**src/logic/dsr_pkg.sv**
```systemverilog
// Constants, types and helpers for the display status readback block
package dsr_pkg;

   // Read command codes
   localparam logic [7:0] CMD_STATUS_WORD_READ = 8'h09;
   localparam logic [7:0] CMD_POWER_MODE_READ = 8'h0a;
   localparam logic [7:0] CMD_MEMORY_ACCESS_READ = 8'h0b;
   localparam logic [7:0] CMD_PIXEL_FORMAT_READ = 8'h0c;
   localparam logic [7:0] CMD_IMAGE_MODE_READ = 8'h0d;

   // Response lengths in bytes
   localparam int unsigned STATUS_BYTES = 4;
   localparam int unsigned SHORT_BYTES = 1;

   // Status word field positions
   localparam int unsigned ST_BOOSTER_POS = 31;
   localparam int unsigned ST_MAC_LSB = 26;
   localparam int unsigned ST_RSV_HI_LSB = 23;
   localparam int unsigned ST_PIXFMT_LSB = 20;
   localparam int unsigned ST_IDLE_POS = 19;
   localparam int unsigned ST_PARTIAL_POS = 18;
   localparam int unsigned ST_SLEEP_OUT_POS = 17;
   localparam int unsigned ST_NORMAL_POS = 16;
   localparam int unsigned ST_RSV_MID_LSB = 14;
   localparam int unsigned ST_INVERT_POS = 13;
   localparam int unsigned ST_ALL_ON_POS = 12;
   localparam int unsigned ST_ALL_OFF_POS = 11;
   localparam int unsigned ST_DISP_ON_POS = 10;
   localparam int unsigned ST_TE_ON_POS = 9;
   localparam int unsigned ST_GAMMA_LSB = 6;
   localparam int unsigned ST_TE_MODE_POS = 5;
   localparam int unsigned ST_SYNC_LSB = 1;
   localparam int unsigned ST_PARITY_POS = 0;

   // Fixed field values
   localparam logic [2:0] ST_PIXFMT_FIXED = 3'h7;
   localparam logic [2:0] GAMMA_NONE = 3'h7;

   // Pixel format readback reset value and its halves
   localparam logic [7:0] PIXFMT_RST = 8'h67;
   localparam logic [2:0] RGB_FMT_RST = PIXFMT_RST[6:4];
   localparam logic [2:0] HOST_FMT_RST = PIXFMT_RST[2:0];

   // Memory access control bits B7..B3
   typedef logic [4:0] dsr_mac_t;

   // Sync line levels, order matches status bits D4..D1
   typedef struct packed {
      logic hsync;
      logic vsync;
      logic pclk;
      logic data_enable_line;
   } dsr_sync_t;

   // Mode state reported by the readbacks
   typedef struct packed {
      dsr_mac_t memory_access_control;
      logic idle;
      logic partial;
      logic sleep_out;
      logic normal;
      logic disp_on;
      logic invert;
      logic all_on;
      logic all_off;
      logic te_on;
      logic te_mode;
      logic gamma_chosen;
      logic [1:0] gamma_curve;
      logic rgb_mode;
   } dsr_mode_t;

   // Readback words built from the mode state, sync levels and port formats
   typedef struct packed {
      logic [31:0] status_word;
      logic [7:0] power_mode;
      logic [7:0] memory_access;
      logic [7:0] pixel_format;
      logic [7:0] image_mode;
   } dsr_words_t;

   // Gamma code shared by status word and image mode readback
   function automatic logic [2:0] dsr_gamma_code(input logic chosen, input logic [1:0] curve);
      logic [2:0] code;
      code = chosen ? {1'b0, curve} : GAMMA_NONE;
      return code;
   endfunction

endpackage

```
**src/logic/dsr_status_pack.sv**
```systemverilog
// Combinational assembly of all readback words from the mode state, sync levels and port formats
`timescale 1ns/100ps
module dsr_status_pack
(
   input wire dsr_pkg::dsr_mode_t mode,
   input wire dsr_pkg::dsr_sync_t ext_sync,
   input wire dsr_pkg::dsr_sync_t int_sync,
   input wire logic [2:0] rgb_port_format,
   input wire logic [2:0] host_port_format,
   output dsr_pkg::dsr_words_t words
);

   logic [2:0] gamma;
   dsr_pkg::dsr_sync_t sync_sel;

   always_comb
   begin
      gamma = dsr_pkg::dsr_gamma_code(mode.gamma_chosen, mode.gamma_curve);
      sync_sel = mode.rgb_mode ? ext_sync : int_sync;
      words = '0;
      words.status_word[dsr_pkg::ST_BOOSTER_POS] = 1'b0;
      words.status_word[dsr_pkg::ST_MAC_LSB +: 5] = mode.memory_access_control;
      words.status_word[dsr_pkg::ST_RSV_HI_LSB +: 3] = 3'h0;
      words.status_word[dsr_pkg::ST_RSV_MID_LSB +: 2] = 2'h0;
      words.status_word[dsr_pkg::ST_PARITY_POS] = 1'b0;
      words.status_word[dsr_pkg::ST_PIXFMT_LSB +: 3] = dsr_pkg::ST_PIXFMT_FIXED;
      words.status_word[dsr_pkg::ST_IDLE_POS] = mode.idle;
      words.status_word[dsr_pkg::ST_PARTIAL_POS] = mode.partial;
      words.status_word[dsr_pkg::ST_NORMAL_POS] = mode.normal;
      words.status_word[dsr_pkg::ST_SLEEP_OUT_POS] = mode.sleep_out;
      words.status_word[dsr_pkg::ST_INVERT_POS] = mode.invert;
      words.status_word[dsr_pkg::ST_ALL_ON_POS] = mode.all_on;
      words.status_word[dsr_pkg::ST_ALL_OFF_POS] = mode.all_off;
      words.status_word[dsr_pkg::ST_DISP_ON_POS] = mode.disp_on;
      words.status_word[dsr_pkg::ST_TE_ON_POS] = mode.te_on;
      words.status_word[dsr_pkg::ST_GAMMA_LSB +: 3] = gamma;
      words.status_word[dsr_pkg::ST_TE_MODE_POS] = mode.te_mode;
      words.status_word[dsr_pkg::ST_SYNC_LSB +: 4] = sync_sel;
      words.power_mode = {1'b0, mode.idle, mode.partial, mode.sleep_out, mode.normal, mode.disp_on, 2'h0};
      words.memory_access = {mode.memory_access_control, 3'h0};
      words.pixel_format = {1'b0, rgb_port_format, 1'b0, host_port_format};
      words.image_mode = {2'h0, mode.invert, mode.all_on, mode.all_off, gamma};
   end

endmodule

```
**src/logic/dsr_readback.sv**
```systemverilog
// Display status readback: command decode, snapshot and byte delivery
`timescale 1ns/100ps
// Operation
// - Status bits 30..26 copy memory access control bits B7..B3.
// - Reserved status bits 25, 24, 23, 15, 14 and 0 read zero.
// - Status bits 22..20 always read 111.
// - Status bits 19, 18, 16 show idle, partial, normal mode.
// - Status bit 17 low in sleep, high after sleep exit.
// - Status bits 13..9 show inversion, all on, all off, display, tearing.
// - Status bits 8..6 give gamma curve code, 111 if none chosen.
// - Status bit 5 gives tearing output mode.
// - Bits 4..1 give sync levels: pins in RGB mode, internal otherwise.
// - Power mode byte holds five flags in bits 6..2, rest zero.
// - Memory access byte holds B7..B3 in bits 7..3, rest zero.
// - Pixel format byte holds RGB format 6:4 and host format 2:0.
// - Pixel format bits 7 and 3 zero; 0x67 after any reset.
// - Image mode byte holds inversion, all on, all off in 5..3.
// - Image mode bits 2..0 give gamma code, 111 if none.
// - Status bit 31 reads zero.
// - Command 0x09 returns the 32-bit status word as bytes.
module dsr_readback
#(
   parameter int unsigned RESP_BYTES = dsr_pkg::STATUS_BYTES
)
(
   input wire logic MCLK,
   input wire logic RST_B,
   input wire logic SW_RESET,
   input wire logic CMD_VALID,
   input wire logic [7:0] CMD_CODE,
   input wire logic RD_REQ,
   input wire dsr_pkg::dsr_mode_t MODE,
   input wire dsr_pkg::dsr_sync_t EXT_SYNC,
   input wire dsr_pkg::dsr_sync_t INT_SYNC,
   input wire logic FMT_WR,
   input wire logic [2:0] FMT_RGB,
   input wire logic [2:0] FMT_HOST,
   output logic CMD_HIT,
   output logic RD_VALID,
   output logic [7:0] RD_DATA,
   output logic RD_LAST,
   output logic BUSY,
   output logic [7:0] PIXEL_FORMAT
);

   localparam int unsigned SHIFT_W = RESP_BYTES * 8;

   // Status fields must cover the word once each; a gap or overlap would skew every byte lane
   localparam int unsigned FIELD_CNT = 32'h12;
   localparam int unsigned FIELD_LSB [FIELD_CNT] = '{
      dsr_pkg::ST_BOOSTER_POS,
      dsr_pkg::ST_MAC_LSB,
      dsr_pkg::ST_RSV_HI_LSB,
      dsr_pkg::ST_PIXFMT_LSB,
      dsr_pkg::ST_IDLE_POS,
      dsr_pkg::ST_PARTIAL_POS,
      dsr_pkg::ST_SLEEP_OUT_POS,
      dsr_pkg::ST_NORMAL_POS,
      dsr_pkg::ST_RSV_MID_LSB,
      dsr_pkg::ST_INVERT_POS,
      dsr_pkg::ST_ALL_ON_POS,
      dsr_pkg::ST_ALL_OFF_POS,
      dsr_pkg::ST_DISP_ON_POS,
      dsr_pkg::ST_TE_ON_POS,
      dsr_pkg::ST_GAMMA_LSB,
      dsr_pkg::ST_TE_MODE_POS,
      dsr_pkg::ST_SYNC_LSB,
      dsr_pkg::ST_PARITY_POS
   };
   localparam int unsigned FIELD_WID [FIELD_CNT] = '{
      32'h1, 32'h5, 32'h3, 32'h3, 32'h1, 32'h1, 32'h1, 32'h1, 32'h2,
      32'h1, 32'h1, 32'h1, 32'h1, 32'h1, 32'h3, 32'h1, 32'h4, 32'h1
   };

   function automatic logic [31:0] field_mask(input int unsigned lsb, input int unsigned width);
      logic [31:0] m;
      m = 32'((64'h1 << width) - 64'h1) << lsb;
      return m;
   endfunction

   function automatic bit layout_ok();
      logic [31:0] used;
      logic [31:0] m;
      bit ok;
      used = 32'h0000_0000;
      ok = 1'b1;
      for (int unsigned i = 32'h0; i < FIELD_CNT; i++)
      begin
         m = field_mask(FIELD_LSB[i], FIELD_WID[i]);
         ok = ok && ((used & m) == 32'h0000_0000);
         used = used | m;
      end
      return ok && (used == 32'hffff_ffff);
   endfunction

   if (!layout_ok())
   begin : g_layout_check
      $error("dsr_readback: status field positions do not tile 32 bits");
   end

   // Reserved format bits and the no-curve code are fixed by the readback layout
   if (dsr_pkg::PIXFMT_RST[7] != 1'b0 || dsr_pkg::PIXFMT_RST[3] != 1'b0)
   begin : g_pixfmt_check
      $error("dsr_readback: pixel format reset must keep bits 7 and 3 clear");
   end

   if (dsr_pkg::GAMMA_NONE[2] != 1'b1)
   begin : g_gamma_check
      $error("dsr_readback: no-curve code must not alias a curve code");
   end

   if (dsr_pkg::STATUS_BYTES * 32'h8 != 32'h20)
   begin : g_word_check
      $error("dsr_readback: status answer must be four bytes");
   end

   // The shift register must at least carry the status word
   if (RESP_BYTES < dsr_pkg::STATUS_BYTES)
   begin : g_size_check
      $error("dsr_readback: RESP_BYTES must be at least four");
   end

   typedef enum {
      DSR_IDLE,
      DSR_SEND
   } dsr_fsm_t;

   typedef struct packed {
      dsr_fsm_t fsm;
      logic [SHIFT_W-1:0] shift;
      logic [2:0] left;
      logic [2:0] rgb_fmt;
      logic [2:0] host_fmt;
      logic [7:0] rd_data;
      logic rd_valid;
      logic rd_last;
      logic cmd_hit;
      logic busy;
   } dsr_state_t;

   localparam dsr_state_t STATE_RST = '{
      fsm: DSR_IDLE,
      shift: '0,
      left: 3'h0,
      rgb_fmt: dsr_pkg::RGB_FMT_RST,
      host_fmt: dsr_pkg::HOST_FMT_RST,
      rd_data: 8'h00,
      rd_valid: 1'b0,
      rd_last: 1'b0,
      cmd_hit: 1'b0,
      busy: 1'b0
   };

   dsr_state_t state_q;
   dsr_state_t state_d;
   dsr_pkg::dsr_words_t words;
   logic known_cmd;
   logic [31:0] resp_word;
   logic [2:0] resp_len;

   dsr_status_pack u_pack
   (
      .mode(MODE),
      .ext_sync(EXT_SYNC),
      .int_sync(INT_SYNC),
      .rgb_port_format(state_q.rgb_fmt),
      .host_port_format(state_q.host_fmt),
      .words(words)
   );

   // Pick the answer for a decoded read command
   always_comb
   begin
      known_cmd = 1'b1;
      resp_word = 32'h0000_0000;
      resp_len = 3'(dsr_pkg::SHORT_BYTES);
      case (CMD_CODE)
         dsr_pkg::CMD_STATUS_WORD_READ:
         begin
            resp_word = words.status_word;
            resp_len = 3'(dsr_pkg::STATUS_BYTES);
         end
         dsr_pkg::CMD_POWER_MODE_READ:
         begin
            resp_word = {words.power_mode, 24'h00_0000};
         end
         dsr_pkg::CMD_MEMORY_ACCESS_READ:
         begin
            resp_word = {words.memory_access, 24'h00_0000};
         end
         dsr_pkg::CMD_PIXEL_FORMAT_READ:
         begin
            resp_word = {words.pixel_format, 24'h00_0000};
         end
         dsr_pkg::CMD_IMAGE_MODE_READ:
         begin
            resp_word = {words.image_mode, 24'h00_0000};
         end
         default:
         begin
            known_cmd = 1'b0;
            resp_len = 3'h0;
         end
      endcase
   end

   always_comb
   begin
      state_d = state_q;
      state_d.rd_valid = 1'b0;
      state_d.rd_last = 1'b0;
      state_d.cmd_hit = 1'b0;

      // format store and its reset value
      if (FMT_WR)
      begin
         state_d.rgb_fmt = FMT_RGB;
         state_d.host_fmt = FMT_HOST;
      end

      // Byte delivery; a fetch with nothing pending returns a zero byte
      if (RD_REQ)
      begin
         state_d.rd_valid = 1'b1;
         state_d.rd_data = 8'h00;
         if (state_q.fsm == DSR_SEND)
         begin
            state_d.rd_data = state_q.shift[SHIFT_W-1 -: 8];
            state_d.shift = {state_q.shift[SHIFT_W-9:0], 8'h00};
            state_d.left = state_q.left - 3'h1;
            if (state_q.left == 3'h1)
            begin
               state_d.rd_last = 1'b1;
               state_d.fsm = DSR_IDLE;
            end
         end
      end

      // A new command ends any unfinished answer
      if (CMD_VALID)
      begin
         state_d.fsm = DSR_IDLE;
         state_d.left = 3'h0;
         if (known_cmd)
         begin
            state_d.shift = '0;
            state_d.shift[SHIFT_W-1 -: 32] = resp_word;
            state_d.left = resp_len;
            state_d.fsm = DSR_SEND;
            state_d.cmd_hit = 1'b1;
         end
      end

      case (state_d.fsm)
         DSR_IDLE:
         begin
            state_d.left = 3'h0;
         end
         DSR_SEND:
         begin
         end
         default:
         begin
            state_d.fsm = DSR_IDLE;
         end
      endcase

      // BUSY leaves a flop directly rather than a state decode
      state_d.busy = (state_d.fsm == DSR_SEND);

      // Software reset restores the format and drops the answer
      if (SW_RESET)
      begin
         state_d = STATE_RST;
      end
   end

   // interface clock only, any power mode
   always_ff @(posedge MCLK or negedge RST_B)
   begin
      if (!RST_B)
      begin
         state_q <= STATE_RST;
      end
      else
      begin
         state_q <= state_d;
      end
   end

   assign CMD_HIT = state_q.cmd_hit;
   assign RD_VALID = state_q.rd_valid;
   assign RD_DATA = state_q.rd_data;
   assign RD_LAST = state_q.rd_last;
   assign BUSY = state_q.busy;
   assign PIXEL_FORMAT = {1'b0, state_q.rgb_fmt, 1'b0, state_q.host_fmt};

endmodule

```
**config.mk**
```make
export PLATFORM = sky130hd
export DESIGN_NAME = dsr_readback
export DESIGN_NICKNAME = d
export VERILOG_FILES = /design/src/logic/dsr_pkg.sv /design/src/logic/dsr_status_pack.sv /design/src/logic/dsr_readback.sv
export SDC_FILE = /design/constraint.sdc
export NUM_CORES = 1
export LEC_CHECK = 0
export BUFFER_PORTS_ARGS = -buffer_cell sky130_fd_sc_hd__buf_4
export CORE_UTILIZATION = 59
export CTS_CLUSTER_SIZE = 16
export DETAILED_ROUTE_END_ITERATION = 7
export PLACE_DENSITY = 0.84
export SLEW_MARGIN = 30
export SYNTH_ARGS = -nofsm -noshare
export SYNTH_HDL_FRONTEND = slang
export SYNTH_SLANG_ARGS = --single-unit
```
**constraint.sdc**
```tcl
create_clock -name MCLK -period 3.54 [get_ports MCLK]
set_input_delay 0.531 -clock MCLK [delete_from_list [all_inputs] [get_ports MCLK]]
set_output_delay 0.531 -clock MCLK [all_outputs]
set_load 0.1 [all_outputs]
```
==> results.yml <==
critical_path:
  r2r_setup_slack_ns: 1.31
  r2r-start: "state_q[56]$_DFF_PN0_"
  r2r-end: "state_q[27]$_DFF_PN0_"
  worstPathArrival_ns: 2.48
  critPathSlowestCell: "nand3_1"
  crit_chain: "nor4_1 > nand4_1 > nor2_1 > nand3_1 > a32o_1"
  worstPathRequired_ns: 3.78
  end_kind: "flop"
  crit_type: "flop to flop"
  path_max_fanout: 9
  cp-start-kind: "flop"
  reg2reg_depth: 5
  slowest_delay_ns: 0.41
drt:
  drc: 0
  wire_per_inst_um: 15.97
  met2_length_um: 3516
  drt_iter0_markers: 213
  finalWirelength_um: 7475
  vias: 2621
  drtPass1Iterations: 4
  vias_per_cell: 5.600
  wl_met1_um: 3444
  dr_wl_met3_um: 345
  route.top_layer_used: "met4"
  ant_nets: 0
synthesis:
  synthSimpleGateAreaFrac_pct: 12.92
  synth_xor_area_share_pct: 0.2362
  synth_edf_count: 0
  yosysWarnings: 0
  postSynthCellCount: 313
  synth-seq-cells: 85
  synthFlopType: "dfrtp_1"
  synth_top_family_by_area: "simple AND/OR/NAND/NOR gates"
  async_reset_ff_share_pct: 100.0
  synth_mux_area_share_pct: 10.66
  synthDominantCellAreaShare_pct: 53.98
  yosysTopAreaCell: "dfrtp_1"
  synth.distinct_cells: 42
  synth-compound-area-share_pct: 12.25
  syn_area_um2: 3709
  avgSynthCellArea_um2: 11.85
  synthAdderAreaFrac_pct: 0.6748
  synth_area_leaders: "dfrtp_1 54%, mux2i_1 9.4%, dfstp_2 3.5%, buf_4 3.4%, nor2b_1 2.9%"
  yosysSeqAreaShare_pct: 57.52
clock_network:
  cts_resized: 0
  hold_buffers: 0
  tritoncts: "done"
  worstSkewPairLatency_ns: 0.36
  cts-root-buf: "clkbuf_8"
  htree_levels: 3
  path_clk_slew_ns: 0.08
  clock_sinks: 85
  numCtsBuffers: 9
  cts_setup_buffers: 0
  clockBufferDepth: 2
finish:
  regArea_um2: 2133
  fin_area_um2: 4408
  layout_common_cells: "80 x dfrtp_1, 65 x buf_4, 35 x mux2i_1"
  fin_nets: 437
  multi_input_area_um2: 1486
  utilization_pct: 73.58
  final_common_cell: "dfrtp_1"
  area_growth_pct: 18.86
  fillerInstances: 423
  diodes: 0
  drive_gt1_share_pct: 24.43
die:
  die_h_um: 81.28
  core_area_um2: 5991
  rows: 28
  die_area_um2: 6606
  ioPinCount: 67
  die_w_um: 81.28
  initial_utilization_pct: 61.90
timing:
  hold_violations: 0
  fin_tns_setup_ns: 0
  fmax_mhz: 447.5
  period_needed_ns: 2.235
  whs_ns: 0.2143
  period_share_pct: 63.13
  skew_ns: 0.008632
  maxSlewHeadroom_pct: 50.90
  worstMarginPinSlew_ns: 0.7365
  maxSlewViolCount: 0
  rsz0062_at_grt: "false"
  worst_slack_ns: 1.305
  setup_violations: 0
outcome:
  status: "finished clean"
pwr:
  leakage_nw: 1.994
  vdd_drop_max_mv: 0.3734
  powerDensity_nw_per_um2: 417.0
global_routing:
  grt_max_degree: 86
  grt_pass1_wl_um: 12250
  grt_pass1_vias: 2523
  grt.overflow.total: 0
  grt_antenna_before_repair: 0
  track_usage_pct: 25.90
placed_design:
  place_congestion: 0.8667
  dpl_cell_area_um2: 4220
  hpwl_um: 5156
  io_buffers: 64
  place_ws_ns: 0.9684
min_path:
  hold_path.class: "primary input to asynchronous set/reset pin"
run:
  cap_violations: 0
## flip-flops by register name, indices dropped and copies added (netlist names)
name and flops:
BUSY 1, CMD_HIT 1, RD_VALID 1, PIXEL_FORMAT 6
state_q 67, RD_LAST 1, RD_DATA 8
## metal layers
metal | vias up | global-route usage [%]
li1 | 1233 | -
met1 | 1289 | 35.11
met2 | 84 | 39.08
met3 | 15 | 6.067
met4 | 0 | 12.86
met5 | - | 0
## synthesized netlist by cell type, drive strengths merged (2+ instances only)
library cell  count
a32o              7
nor3              7
nand4             3
mux2i            35
dfstp             5
nor4b             2
o21ai            13
nand3b            2
a311oi            2
nand3             3
nor2b            17
inv               2
a211o             6
nor4              8
a211oi           14
clkbuf           10
nand2b            4
ha                2
a21oi            12
a2111oi           2
buf              24
nand2            15
mux2              4
dfrtp            80
nor2             21
o22ai             3
## worst max-delay path: cells and delay by family (launching register included)
family          cells  cell delay, ns
compound gates      1            0.40
flops               1            0.36
simple gates        4            1.36
## through the flow
step	total power (W)	std cells
floorplan	0.001138	345
global placement	0.001210	452
detailed placement	0.001215	452
CTS	0.001846	468
global route	0.001904	468
finish	0.001838	468
## power breakdown
group | switching [W] | internal, W | total (W)
sequential | 0.0000104 | 0.000997 | 0.00101
combinational | 0.000125 | 0.0000643 | 0.000189
clock | 0.000330 | 0.000312 | 0.000641
total | 0.000465 | 0.00137 | 0.00184
## how the worst max path moves through the flow
stage | start | endpoint | slack, ns | cells after the start
2_1_floorplan | CMD_CODE[5] | state_q[27]$_DFF_PN0_ | 1.48 | 6
3_3_place_gp | CMD_CODE[5] | state_q[30]$_DFF_PN0_ | 1.06 | 6
3_5_place_dp | CMD_CODE[5] | state_q[34]$_DFF_PN0_ | 0.97 | 6
4_1_cts | state_q[56]$_DFF_PN0_ | state_q[19]$_DFFE_PN0P_ | 1.31 | 6
5_1_grt | state_q[64]$_DFF_PN0_ | state_q[19]$_DFFE_PN0P_ | 1.07 | 6
6_report | state_q[56]$_DFF_PN0_ | state_q[27]$_DFF_PN0_ | 1.31 | 5
## cell type report
class,count,share of cell area [%]
tap,75,2.129
multi-input combinational,224,33.72
sequential,85,48.40
inverter,2,0.1703
timing repair buffer,66,11.33
clock inverter,3,0.4258
clock buffer,13,3.832
## kinds of logic after synthesis
kind of cell             Yosys count
AO/OA/AOI/OAI                     63
XOR/XNOR                           1
adder cells (fa/ha/maj)            2
buffers and inverters             36
flip-flops                        85
multiplexers                      39
other                              1
AND/OR/NAND/NOR                   86
Power figures use the tool's default switching activity.
